<file path="config.mk">
export PLATFORM = sky130hd
export DESIGN_NAME = dtc_bank
export DESIGN_NICKNAME = d
export VERILOG_FILES = /design/src/dtc_pkg.sv /design/src/dtc_store_if.sv /design/src/dtc_store_mem.sv /design/src/dtc_bank.sv
export VERILOG_INCLUDE_DIRS = /design/src
export SDC_FILE = /design/constraint.sdc
export NUM_CORES = 1
export LEC_CHECK = 0
export BUFFER_PORTS_ARGS = -buffer_cell sky130_fd_sc_hd__buf_2
export CAP_MARGIN = 10
export CORE_MARGIN = 3
export CORE_UTILIZATION = 30
export DETAILED_ROUTE_END_ITERATION = 16
export PLACE_DENSITY = 0.57
export REMOVE_ABC_BUFFERS = 1
export SLEW_MARGIN = 20
export SYNTH_ARGS = -nofsm -noshare
export SYNTH_HDL_FRONTEND = slang
export SYNTH_SLANG_ARGS = --single-unit
export TNS_END_PERCENT = 50
</file>
<file path="constraint.sdc">
create_clock -name clk -period 4.6 [get_ports clk]
set_input_delay 0.23 -clock clk [delete_from_list [all_inputs] [get_ports clk]]
set_output_delay 0.23 -clock clk [all_outputs]
set_load 0.01 [all_outputs]
</file>
<file path="src/dtc_regs.svh">
/*
 * Register offsets, field positions, reset values and timing counts for
 * the converter register bank. Assumes inclusion by bare name.
 */
`ifndef DTC_REGS_SVH
`define DTC_REGS_SVH

`define DTC_OFF_CODE 8'h21
`define DTC_OFF_MHIGH 8'h25
`define DTC_OFF_MLOW 8'h26
`define DTC_OFF_ACTION 8'hd3

`define DTC_CODE_MSB 11
`define DTC_CODE_LSB 2

`define DTC_UNLOCK_MSB 15
`define DTC_UNLOCK_LSB 12
`define DTC_UNLOCK_KEY 4'h5
`define DTC_BIT_FACTORY 9
`define DTC_BIT_WAVE 8
`define DTC_BIT_MHIGH 7
`define DTC_BIT_MLOW 6
`define DTC_BIT_RECALL 5
`define DTC_BIT_SAVE 4
`define DTC_KEY_MSB 3
`define DTC_KEY_LSB 0
`define DTC_KEY_IDLE 4'h8
`define DTC_KEY_GO 4'ha

`define DTC_RST_CODE 10'h000
`define DTC_RST_ACTION 16'h0008

`define DTC_STORE_NS 40
`define DTC_CLK_NS 4
`define DTC_STORE_CYC ((`DTC_STORE_NS + `DTC_CLK_NS - 1) / `DTC_CLK_NS)

`endif

</file>
<file path="src/dtc_pkg.sv">
/*
 * Types for the converter register bank.
 * Assumes dtc_regs.svh supplies the numbers.
 */
package dtc_pkg;
   typedef logic [9:0] dtc_code_t;
   typedef enum logic [1:0] {
      DTC_IDLE = 2'b00,
      DTC_RECALL = 2'b01,
      DTC_SAVE = 2'b10
   } dtc_store_t;
endpackage

</file>
<file path="src/dtc_store_if.sv">
/*
 * Link between the register bank and its nonvolatile store.
 * Assumes both ends run on the one device clock.
 */
`timescale 1ns/10ps
`default_nettype none
interface dtc_store_if;
   logic save;
   logic recall;
   dtc_pkg::dtc_code_t wr_code;
   dtc_pkg::dtc_code_t wr_high;
   dtc_pkg::dtc_code_t wr_low;
   dtc_pkg::dtc_code_t rd_code;
   dtc_pkg::dtc_code_t rd_high;
   dtc_pkg::dtc_code_t rd_low;
   modport bank (output save, recall, wr_code, wr_high, wr_low,
                 input rd_code, rd_high, rd_low);
   modport store (input save, recall, wr_code, wr_high, wr_low,
                  output rd_code, rd_high, rd_low);
endinterface
`default_nettype wire

</file>
<file path="src/dtc_store_mem.sv">
/*
 * Nonvolatile image of the converter codes, modelled as registers.
 * Assumes save and recall come as one-cycle pulses from the bank.
 */
`timescale 1ns/10ps
`default_nettype none
`include "dtc_regs.svh"
module dtc_store_mem (
   input wire logic clk, // Device clock.
   input wire logic rst_n, // Synchronous reset, active low.
   dtc_store_if.store st // Save and recall link.
);
   dtc_pkg::dtc_code_t img_q [3];
   dtc_pkg::dtc_code_t img_d [3];
   dtc_pkg::dtc_code_t rd_q [3];
   dtc_pkg::dtc_code_t rd_d [3];

   // The image survives the bank reset; only the read register clears.
   always_comb begin
      img_d = img_q;
      rd_d = rd_q;
      if (st.save) begin
         img_d[0] = st.wr_code;
         img_d[1] = st.wr_high;
         img_d[2] = st.wr_low;
      end
      if (st.recall) begin
         rd_d = img_q;
      end
   end

   always_ff @(posedge clk) begin
      img_q <= img_d;
      if (!rst_n) begin
         rd_q <= '{`DTC_RST_CODE, `DTC_RST_CODE, `DTC_RST_CODE};
      end else begin
         rd_q <= rd_d;
      end
   end

   // The image holds no defined codes until the first save has run.

   assign st.rd_code = rd_q[0];
   assign st.rd_high = rd_q[1];
   assign st.rd_low = rd_q[2];
endmodule
`default_nettype wire

</file>
<file path="src/dtc_bank.sv">
/*
 * Action, output code and margin registers of a single-channel converter.
 * Assumes a bus engine on clk presents one-cycle write and read strobes.
 */
// Function
// - Unlock key 0101 in top nibble bypasses lock
// - Bit 9 restores factory values in the bank; the store image keeps its codes
// - Bit 8 runs or stops waveform mode
// - Bit 7 slews code to upper margin
// - Bit 6 slews code to lower margin
// - Bit 5 recalls store; busy meanwhile
// - Bit 4 saves to store; busy meanwhile
// - Key 1010 reloads codes, defaults rest
// - Output code write takes effect immediately
// - Output code sits in bits 11..2
// - Upper margin code sits in bits 11..2
// - Lower margin code sits in bits 11..2
`timescale 1ns/10ps
`default_nettype none
`include "dtc_regs.svh"
module dtc_bank (
   input wire logic clk, // Device clock, 250 MHz.
   input wire logic rst_n, // Synchronous reset, active low.
   input wire logic wr_en, // Register write strobe.
   input wire logic rd_en, // Register read strobe.
   input wire logic [7:0] addr, // Register address.
   input wire logic [15:0] wdata, // Write data.
   output logic [15:0] rdata, // Read data, valid cycle after rd_en.
   output logic [9:0] active_code, // Code driving the converter.
   output logic waveform_run, // Continuous waveform mode enabled.
   output logic unlocked, // Lock flag bypassed.
   output logic store_busy_flag // Store recall (bit 5) or save (bit 4) in progress; the key 1010 reload does not raise it.
);
   dtc_pkg::dtc_code_t code_q, code_d, high_q, high_d, low_q, low_d;
   logic run_q, run_d, unl_q, unl_d, up_q, up_d, dn_q, dn_d;
   logic rc_q, rc_d, sv_q, sv_d;
   logic ld_q, ld_d;
   logic [15:0] rdata_q, rdata_d;
   logic [7:0] cnt_q, cnt_d;
   dtc_pkg::dtc_store_t op_q, op_d;
   logic act_wr, factory, restart, save_p, recall_p, done;
   dtc_store_if st ();

   dtc_store_mem u_mem (
      .clk(clk),
      .rst_n(rst_n),
      .st(st.store)
   );

   assign act_wr = wr_en && (addr == `DTC_OFF_ACTION);
   assign factory = act_wr && wdata[`DTC_BIT_FACTORY];
   assign restart = act_wr &&
      (wdata[`DTC_KEY_MSB:`DTC_KEY_LSB] == `DTC_KEY_GO);
   assign done = (op_q != dtc_pkg::DTC_IDLE) &&
      (cnt_q == 8'(`DTC_STORE_CYC));
   assign save_p = (op_q == dtc_pkg::DTC_SAVE) && done;
   assign recall_p = ((op_q == dtc_pkg::DTC_RECALL) && done) || restart;
   assign st.save = save_p;
   assign st.recall = recall_p;
   assign st.wr_code = code_q;
   assign st.wr_high = high_q;
   assign st.wr_low = low_q;

   // Store sequencer: recall or save runs a fixed time with busy high.
   always_comb begin
      op_d = op_q;
      cnt_d = cnt_q;
      rc_d = rc_q;
      sv_d = sv_q;
      // Store read data is registered, so the codes load a cycle later.
      ld_d = recall_p;
      case (op_q)
         dtc_pkg::DTC_IDLE: begin
            cnt_d = 8'h00;
            if (act_wr && wdata[`DTC_BIT_RECALL] && !factory) begin
               op_d = dtc_pkg::DTC_RECALL;
               rc_d = 1'b1;
            end else if (act_wr && wdata[`DTC_BIT_SAVE] && !factory) begin
               op_d = dtc_pkg::DTC_SAVE;
               sv_d = 1'b1;
            end
         end
         default: begin
            cnt_d = cnt_q + 8'h01;
            if (done) begin
               op_d = dtc_pkg::DTC_IDLE;
               rc_d = 1'b0;
               sv_d = 1'b0;
            end
         end
      endcase
      if (factory) begin
         op_d = dtc_pkg::DTC_IDLE;
         cnt_d = 8'h00;
         rc_d = 1'b0;
         sv_d = 1'b0;
         ld_d = 1'b0;
      end
   end

   // Codes, margins and action bits.
   always_comb begin
      code_d = code_q;
      high_d = high_q;
      low_d = low_q;
      run_d = run_q;
      unl_d = unl_q;
      up_d = up_q;
      dn_d = dn_q;
      if (up_q) begin
         if (code_q == high_q) begin
            up_d = 1'b0;
         end else if (code_q < high_q) begin
            code_d = code_q + 10'h001;
         end else begin
            code_d = code_q - 10'h001;
         end
      end else if (dn_q) begin
         if (code_q == low_q) begin
            dn_d = 1'b0;
         end else if (code_q > low_q) begin
            code_d = code_q - 10'h001;
         end else begin
            code_d = code_q + 10'h001;
         end
      end
      if (wr_en) begin
         if (addr == `DTC_OFF_CODE) begin
            code_d = wdata[`DTC_CODE_MSB:`DTC_CODE_LSB];
         end else if (addr == `DTC_OFF_MHIGH) begin
            high_d = wdata[`DTC_CODE_MSB:`DTC_CODE_LSB];
         end else if (addr == `DTC_OFF_MLOW) begin
            low_d = wdata[`DTC_CODE_MSB:`DTC_CODE_LSB];
         end else if (addr == `DTC_OFF_ACTION) begin
            if (wdata[`DTC_UNLOCK_MSB:`DTC_UNLOCK_LSB] == `DTC_UNLOCK_KEY) begin
               unl_d = 1'b1;
            end
            run_d = wdata[`DTC_BIT_WAVE];
            if (wdata[`DTC_BIT_MHIGH]) begin
               up_d = 1'b1;
               dn_d = 1'b0;
            end else if (wdata[`DTC_BIT_MLOW]) begin
               dn_d = 1'b1;
               up_d = 1'b0;
            end
         end
      end
      if (ld_q) begin
         code_d = st.rd_code;
         high_d = st.rd_high;
         low_d = st.rd_low;
      end
      if (restart) begin
         run_d = 1'b0;
         unl_d = 1'b0;
         up_d = 1'b0;
         dn_d = 1'b0;
      end
      if (factory) begin
         code_d = `DTC_RST_CODE;
         high_d = `DTC_RST_CODE;
         low_d = `DTC_RST_CODE;
         run_d = 1'b0;
         unl_d = 1'b0;
         up_d = 1'b0;
         dn_d = 1'b0;
      end
   end

   // Read data: only the self-clearing margin bits read back; the key always reads as idle.
   always_comb begin
      rdata_d = rdata_q;
      if (rd_en) begin
         rdata_d = 16'h0000;
         if (addr == `DTC_OFF_ACTION) begin
            rdata_d = `DTC_RST_ACTION;
            rdata_d[`DTC_BIT_MHIGH] = up_q;
            rdata_d[`DTC_BIT_MLOW] = dn_q;
         end
      end
   end

   always_ff @(posedge clk) begin
      if (!rst_n) begin
         code_q <= `DTC_RST_CODE;
         high_q <= `DTC_RST_CODE;
         low_q <= `DTC_RST_CODE;
         run_q <= 1'b0;
         unl_q <= 1'b0;
         up_q <= 1'b0;
         dn_q <= 1'b0;
         rc_q <= 1'b0;
         sv_q <= 1'b0;
         ld_q <= 1'b0;
         op_q <= dtc_pkg::DTC_IDLE;
         cnt_q <= 8'h00;
         rdata_q <= 16'h0000;
      end else begin
         code_q <= code_d;
         high_q <= high_d;
         low_q <= low_d;
         run_q <= run_d;
         unl_q <= unl_d;
         up_q <= up_d;
         dn_q <= dn_d;
         rc_q <= rc_d;
         sv_q <= sv_d;
         ld_q <= ld_d;
         op_q <= op_d;
         cnt_q <= cnt_d;
         rdata_q <= rdata_d;
      end
   end

   assign rdata = rdata_q;
   assign active_code = code_q;
   assign waveform_run = run_q;
   assign unlocked = unl_q;
   assign store_busy_flag = rc_q || sv_q;
endmodule
`default_nettype wire

</file>
; Yosys cells after proc, flatten, opt, wreduce, memory -nomap -nowiden
; Cells that the tools add are included.
[op_classes]
n_addsub = 3
mux = 48
bitwise = 4
reduce_logical = 29
n_eq_ne = 17
magnitude_cmp = 2
[ops]
columns = operator, count
row1 = 2-to-1 mux 10 bit, 18
row2 = 2-to-1 mux 1 bit, 25
row3 = "equality test 8 x 6 -> 1 bit, second input constant", 3
row4 = equality test 10 bit, 2
row5 = "adder 10 x 1 -> 10 bit, second input constant", 1
row6 = > comparator 10 bit, 1
row7 = logical AND 1 bit, 10
row8 = less-than comparator 10 bit, 1
row9 = "inequality test 2 bit, second input constant", 5
row10 = nonzero test 2 bit, 5
row11 = "subtractor 10 x 1 -> 10 bit, second input constant", 1
row12 = "adder 8 x 1 -> 8 bit, second input constant", 1
row13 = "equality test 8 x 4 -> 1 bit, second input constant", 1
row14 = "equality test 8 bit, second input constant", 1
row15 = 2-to-1 mux 2 bit, 4
row16 = 2-to-1 mux 8 bit, 1
row17 = AND reduction 3 bit, 2
row18 = AND reduction 6 bit, 1
row19 = OR reduction 3 bit, 2
row20 = AND reduction 5 bit, 1
row21 = "equality test 4 x 3 -> 1 bit, second input constant", 1
row22 = "equality test 4 bit, second input constant", 1
row23 = NOT 1 bit, 4
row24 = AND reduction 2 bit, 2
row25 = 8 further kinds, 9
[word_totals]
out_inout_bits = 29
reg_bits = 123
input_bits = 28

; Depth between registers and ports, before layout
[logic_depth]
ltp_word = 11
ltp_mapped = 11

; By module
; Synthesis repeated with hierarchy kept, for this count alone.
[hier_totals]
hier_cells = 539
area_unflattened_um2 = 5338.9
[modules_own_cells]
columns = module, instances, area_each_um2, cells_each, seq_area_each_um2
row1 = dtc_bank, 1, 3266.9, 412, 1001.0
row2 = dtc_store_mem, 1, 2072.0, 127, 1501.4

; Worst setup path after synthesis
; No wires, ideal clock.
[synth_path]
path_kind = register to register
start = register cnt_q[5]
end = register u_mem.img_q[0] in the netlist's numbering, enable pin
path_slack_ns = 1.044
required_time_ns = 4.139
setup_ns = 0.461
period_less_slack_ns = 3.556
stages_incl_launch_ff = 4
t_arrival_ns = 3.095
cell_sequence = dfxtp_1 -> nor4_1 -> nand4b_1 -> nor3b_1
[synth_via]
elab_chain_len = 3
[synth_rtl]
columns = item, line_no
row1 = start: declaration, dtc_bank.sv:39  ; logic [7:0] cnt_q, cnt_d;
row2 = start signal: assignment, dtc_bank.sv:210  ; cnt_q <= cnt_d;
row3 = equality test 8 x 4 -> 1 bit, dtc_bank.sv:55  ; (cnt_q == 8'(`DTC_STORE_CYC));
row4 = logical AND 1 bit, dtc_bank.sv:54  ; assign done = (op_q != dtc_pkg::DTC_IDLE) &&
row5 = logical AND 1 bit, dtc_bank.sv:56  ; assign save_p = (op_q == dtc_pkg::DTC_SAVE) && done;
row6 = named net save_p, dtc_bank.sv:41  ; logic act_wr, factory, restart, save_p, recall_p, done;
row7 = end signal: assignment, dtc_store_mem.sv:33  ; img_q <= img_d;
row8 = end: declaration, dtc_store_mem.sv:13  ; dtc_pkg::dtc_code_t img_q [3];
; The timed path passes the listed nets, and every way through them passes these cells.
; A chain may end at the register's enable or synchronous reset.

; Worst setup path in the final report
[layout_path]
start = register code_q[3] (netlist: active_code[3])
end = register code_q[3] (netlist: active_code[3])
[layout_via]
elab_chain_len = 8
elab_cells_between_ends = 15
[layout_rtl]
columns = item, line_no
row1 = start: declaration, dtc_bank.sv:34  ; dtc_pkg::dtc_code_t code_q, code_d, high_q, high_d, low_q, low_d;
row2 = start signal: assignment, dtc_bank.sv:185  ; code_q <= `DTC_RST_CODE;
row3 = start signal: assignment, dtc_bank.sv:199  ; code_q <= code_d;
row4 = adder 10 x 1 -> 10 bit (tied with other cells), "dtc_bank.sv:114, dtc_bank.sv:124"
row5 = 2-to-1 mux 10 bit, dtc_bank.sv:121  ; end else if (code_q > low_q) begin
row6 = 2-to-1 mux 10 bit, dtc_bank.sv:119  ; if (code_q == low_q) begin
row7 = 2-to-1 mux 10 bit, dtc_bank.sv:118  ; end else if (dn_q) begin
row8 = 2-to-1 mux 10 bit *, dtc_bank.sv:110  ; if (up_q) begin
row9 = 2-to-1 mux 10 bit, dtc_bank.sv:128  ; if (addr == `DTC_OFF_CODE) begin
row10 = 2-to-1 mux 10 bit *, dtc_bank.sv:127  ; if (wr_en) begin
row11 = 2-to-1 mux 10 bit *, dtc_bank.sv:148  ; if (ld_q) begin
; Mark *: on every way between the ends. The rest lies on a longest branch, timed or not.

==> impl_metrics.ini <==
[timing]
worst_pin_slew_ns = 1.06
fin_worst_skew_ns = 0.00848
slew_headroom = 0.290
setup_viol = 0
hold_viol = 0
tns_ns = 0
max_clock_freq_mhz = 356
period_minus_slack_ns = 2.81
hold_slack_ns = 0.167
timing.final.max_slew_violations = 0
fin_crit_sh = 0.611
rsz0062_at_grt = no

[yosys]
synth_top_family_by_area = simple AND/OR/NAND/NOR gates
syn_inst = 532
async_flop_share = 0
synth.mux.area_fraction = 0.105
syn_avg_cell_area_um2 = 9.90
synth_area_leaders = dfxtp_1 (30%), edfxtp_1 (17%), mux2i_1 (10%)
synth_edf_count = 30
synth_compound_area_frac = 0.104
yosysTopAreaCell = dfxtp_1
synth_commonest_cells = dfxtp_1 (80), nor2_1 (74), mux2i_1 (54), a21oi_1 (45), nor2b_1 (37)
yosys.cell_count.top_type = dfxtp_1
synth_top_area_frac = 0.304
synth.yosys.seq_area_share = 0.475
synth_fa_ha_area_frac = 0.0570
synth_top_flop_cell = dfxtp_1
synth_xor_area_frac = 0.0233
yosysUniqueCellTypes = 58
synth-warning-count = 0
syn-cell-area_um2 = 5270
ys_seq_elements = 110
synth-simple-area-share = 0.181

[power_and_ir_drop]
seqPwrFrac = 0.545
clkPwrFrac = 0.426
max-vdd-ir-drop_mv = 0.145
internal_power_mw = 1.43
power_density_nw_per_um2 = 304
p_leak_nw = 2.19
share_comb_of_total_power = 0.029
p_sw_mw = 0.386
swShare = 0.213

[floorplan]
rows = 47
coreArea_um2 = 16900
die_y_um = 139
die_width_um = 139
io_pins = 57
dieArea_um2 = 19200
start_util = 0.312

[clock_tree]
clk_pin_slew_ns = 0.07
numCtsBuffers = 9
cts_max_level = 3
clock-root-buffer = clkbuf_16
cts_tree = yes
clk_latency_ns = 0.35
cts_sinks = 110
cts_setup_buffers = 0
cts_max_path_buffers = 2
ctsHoldBuffers = 0
ctsResizeCount = 0

[critical_path]
r2r_end = active_code[3]
cp_max_fo = 9
startpoint_type = flop
cp.arrival_ns = 3.08
path_class = reg -> reg
reg2reg_slack_ns = 1.79
r2r_cells = 9
crit-reg2reg-launch = active_code[3]
cp-startpoint = active_code[3]
crit_path_end_kind = flop
required_ns = 4.87

[placed_design]
gp_congestion = 0.839
numPortBuffers = 43
hpwl_um = 9020

[global_route]
use_met2 = 0.213
grt_pass1_wl_um = 20500
grtUsageTotal = 0.135
met3_usage = 0.0200
grt_pass1_vias = 3939
use_met1 = 0.182
grt_max_degree = 38
grt_remaining_overflow = 0
antenna_found_initial = 0
busiest_layer = met2

[worst_hold_path]
hp-class = in -> reg
hp-start = wdata[7]
hold_path_depth = 2
holdPathEnd = dn_q

[detailed_routing]
antenna_left = 0
wl_um = 12700
avgViaCountPerCell = 4.78
vias = 3798
dr.pass1.iters = 4
drt_iter0_drc = 206
post_drt_wl_per_cell_um = 16.0
drc = 0

[run]
cap_viol_max_count = 0

[cells_and_area]
drive_gt1_frac = 0.132
seq_area_um2 = 2500
syn2layout_area_growth_pct = 13.3
n_antenna_cell = 0
multi_input_area_um2 = 2540
nets = 621
fill_cells = 1719

[outcome]
status = finished clean
worst max-delay path, cell delays in order, from the launching register on:
cell and delay, ns:
dfxtp_1 0.55, ha_1 0.32, a21o_1 0.19, a21oi_1 0.18
nor3b_1 0.08, or3_1 0.43, a22oi_2 0.41, o22ai_1 0.18
xnor2_1 0.15, a211oi_1 0.23
placed cells by master, fill, tap and decap left out, drive strengths merged, types with 10 or more instances in the layout:
cell    instances
a21oi          45
nand3          10
edfxtp         30
nand2          16
dfxtp          80
nor2b          37
conb           13
ha             24
inv            27
mux2i          54
nor2           75
buf            48
clkbuf         13
state kept, by name, indices dropped and copies added, names as in the netlist, 2 cells and up:
| register | count |
|---|---|
| u_mem.img_q | 30 |
| active_code | 10 |
| u_mem.st.rd_low | 10 |
| high_q | 10 |
| u_mem.st.rd_high | 10 |
| rdata | 3 |
| cnt_q | 8 |
| low_q | 10 |
| u_mem.st.rd_code | 10 |
| op_q | 2 |
per-layer routing:
metal,vias up,routed length [um]
met5,-,0
met3,20,388
li1,1901,-
met2,67,5740
met4,0,375
met1,1810,6180
worst max-delay path by stage:
| stage | endpoint | slack (ns) | cells past startpoint |
|---|---|---|---|
| after floorplan | u_mem.img_q[0] | 1.04 | 3 |
| after global placement | active_code[2] | 1.83 | 9 |
| after detailed placement | active_code[3] | 1.76 | 9 |
| after CTS | active_code[3] | 1.74 | 9 |
| after global routing | active_code[4] | 1.52 | 9 |
| final | active_code[3] | 1.79 | 9 |
cell families (layout without fill, tap and decap cells):
logic type                 count (synthesis)  after routing
xor gates and xnor gates                  14             14
buffers and inverters                     60             90
other                                      1             13
adders and majority gates                 24             24
AOI/OAI and AO/OA                         83             83
DFF                                      110            110
and+or+nand+nor                          185            185
muxes                                     55             55
cell type report:
class	instances	share of cell area
multi-input cells	374	0.426
flip-flops and latches	110	0.419
well taps	220	0.0461
clock buffers	13	0.0455
repair buffers	48	0.0423
inverters	26	0.0163
clock inverters	3	0.00440
stage by stage:
stage / setup slack (ns) / instances / utilization / area, um^2 / power, mW
2_1_floorplan: 1.04 / 510 / - / 5130 / 1.03
3_3_place_gp: 1.83 / 778 / 0.336 / 5670 / 1.06
3_5_place_dp: 1.76 / 778 / 0.336 / 5670 / 1.06
4_1_cts: 1.74 / 794 / 0.354 / 5970 / 1.84
5_1_grt: 1.52 / 794 / 0.354 / 5970 / 1.88
6_report: 1.79 / 794 / 0.354 / 5970 / 1.81
power by group through the flow:
stage	clock network [mW]	logic [mW]	registers [mW]
after global placement	0	0.0528	1.01
final	0.772	0.0532	0.989
after detailed placement	0	0.0533	1.01
after global routing	0.833	0.0578	0.989
after CTS	0.798	0.0534	0.989
after floorplan	0	0.0229	1.01
No activity file was read; power rests on OpenSTA's default activity.
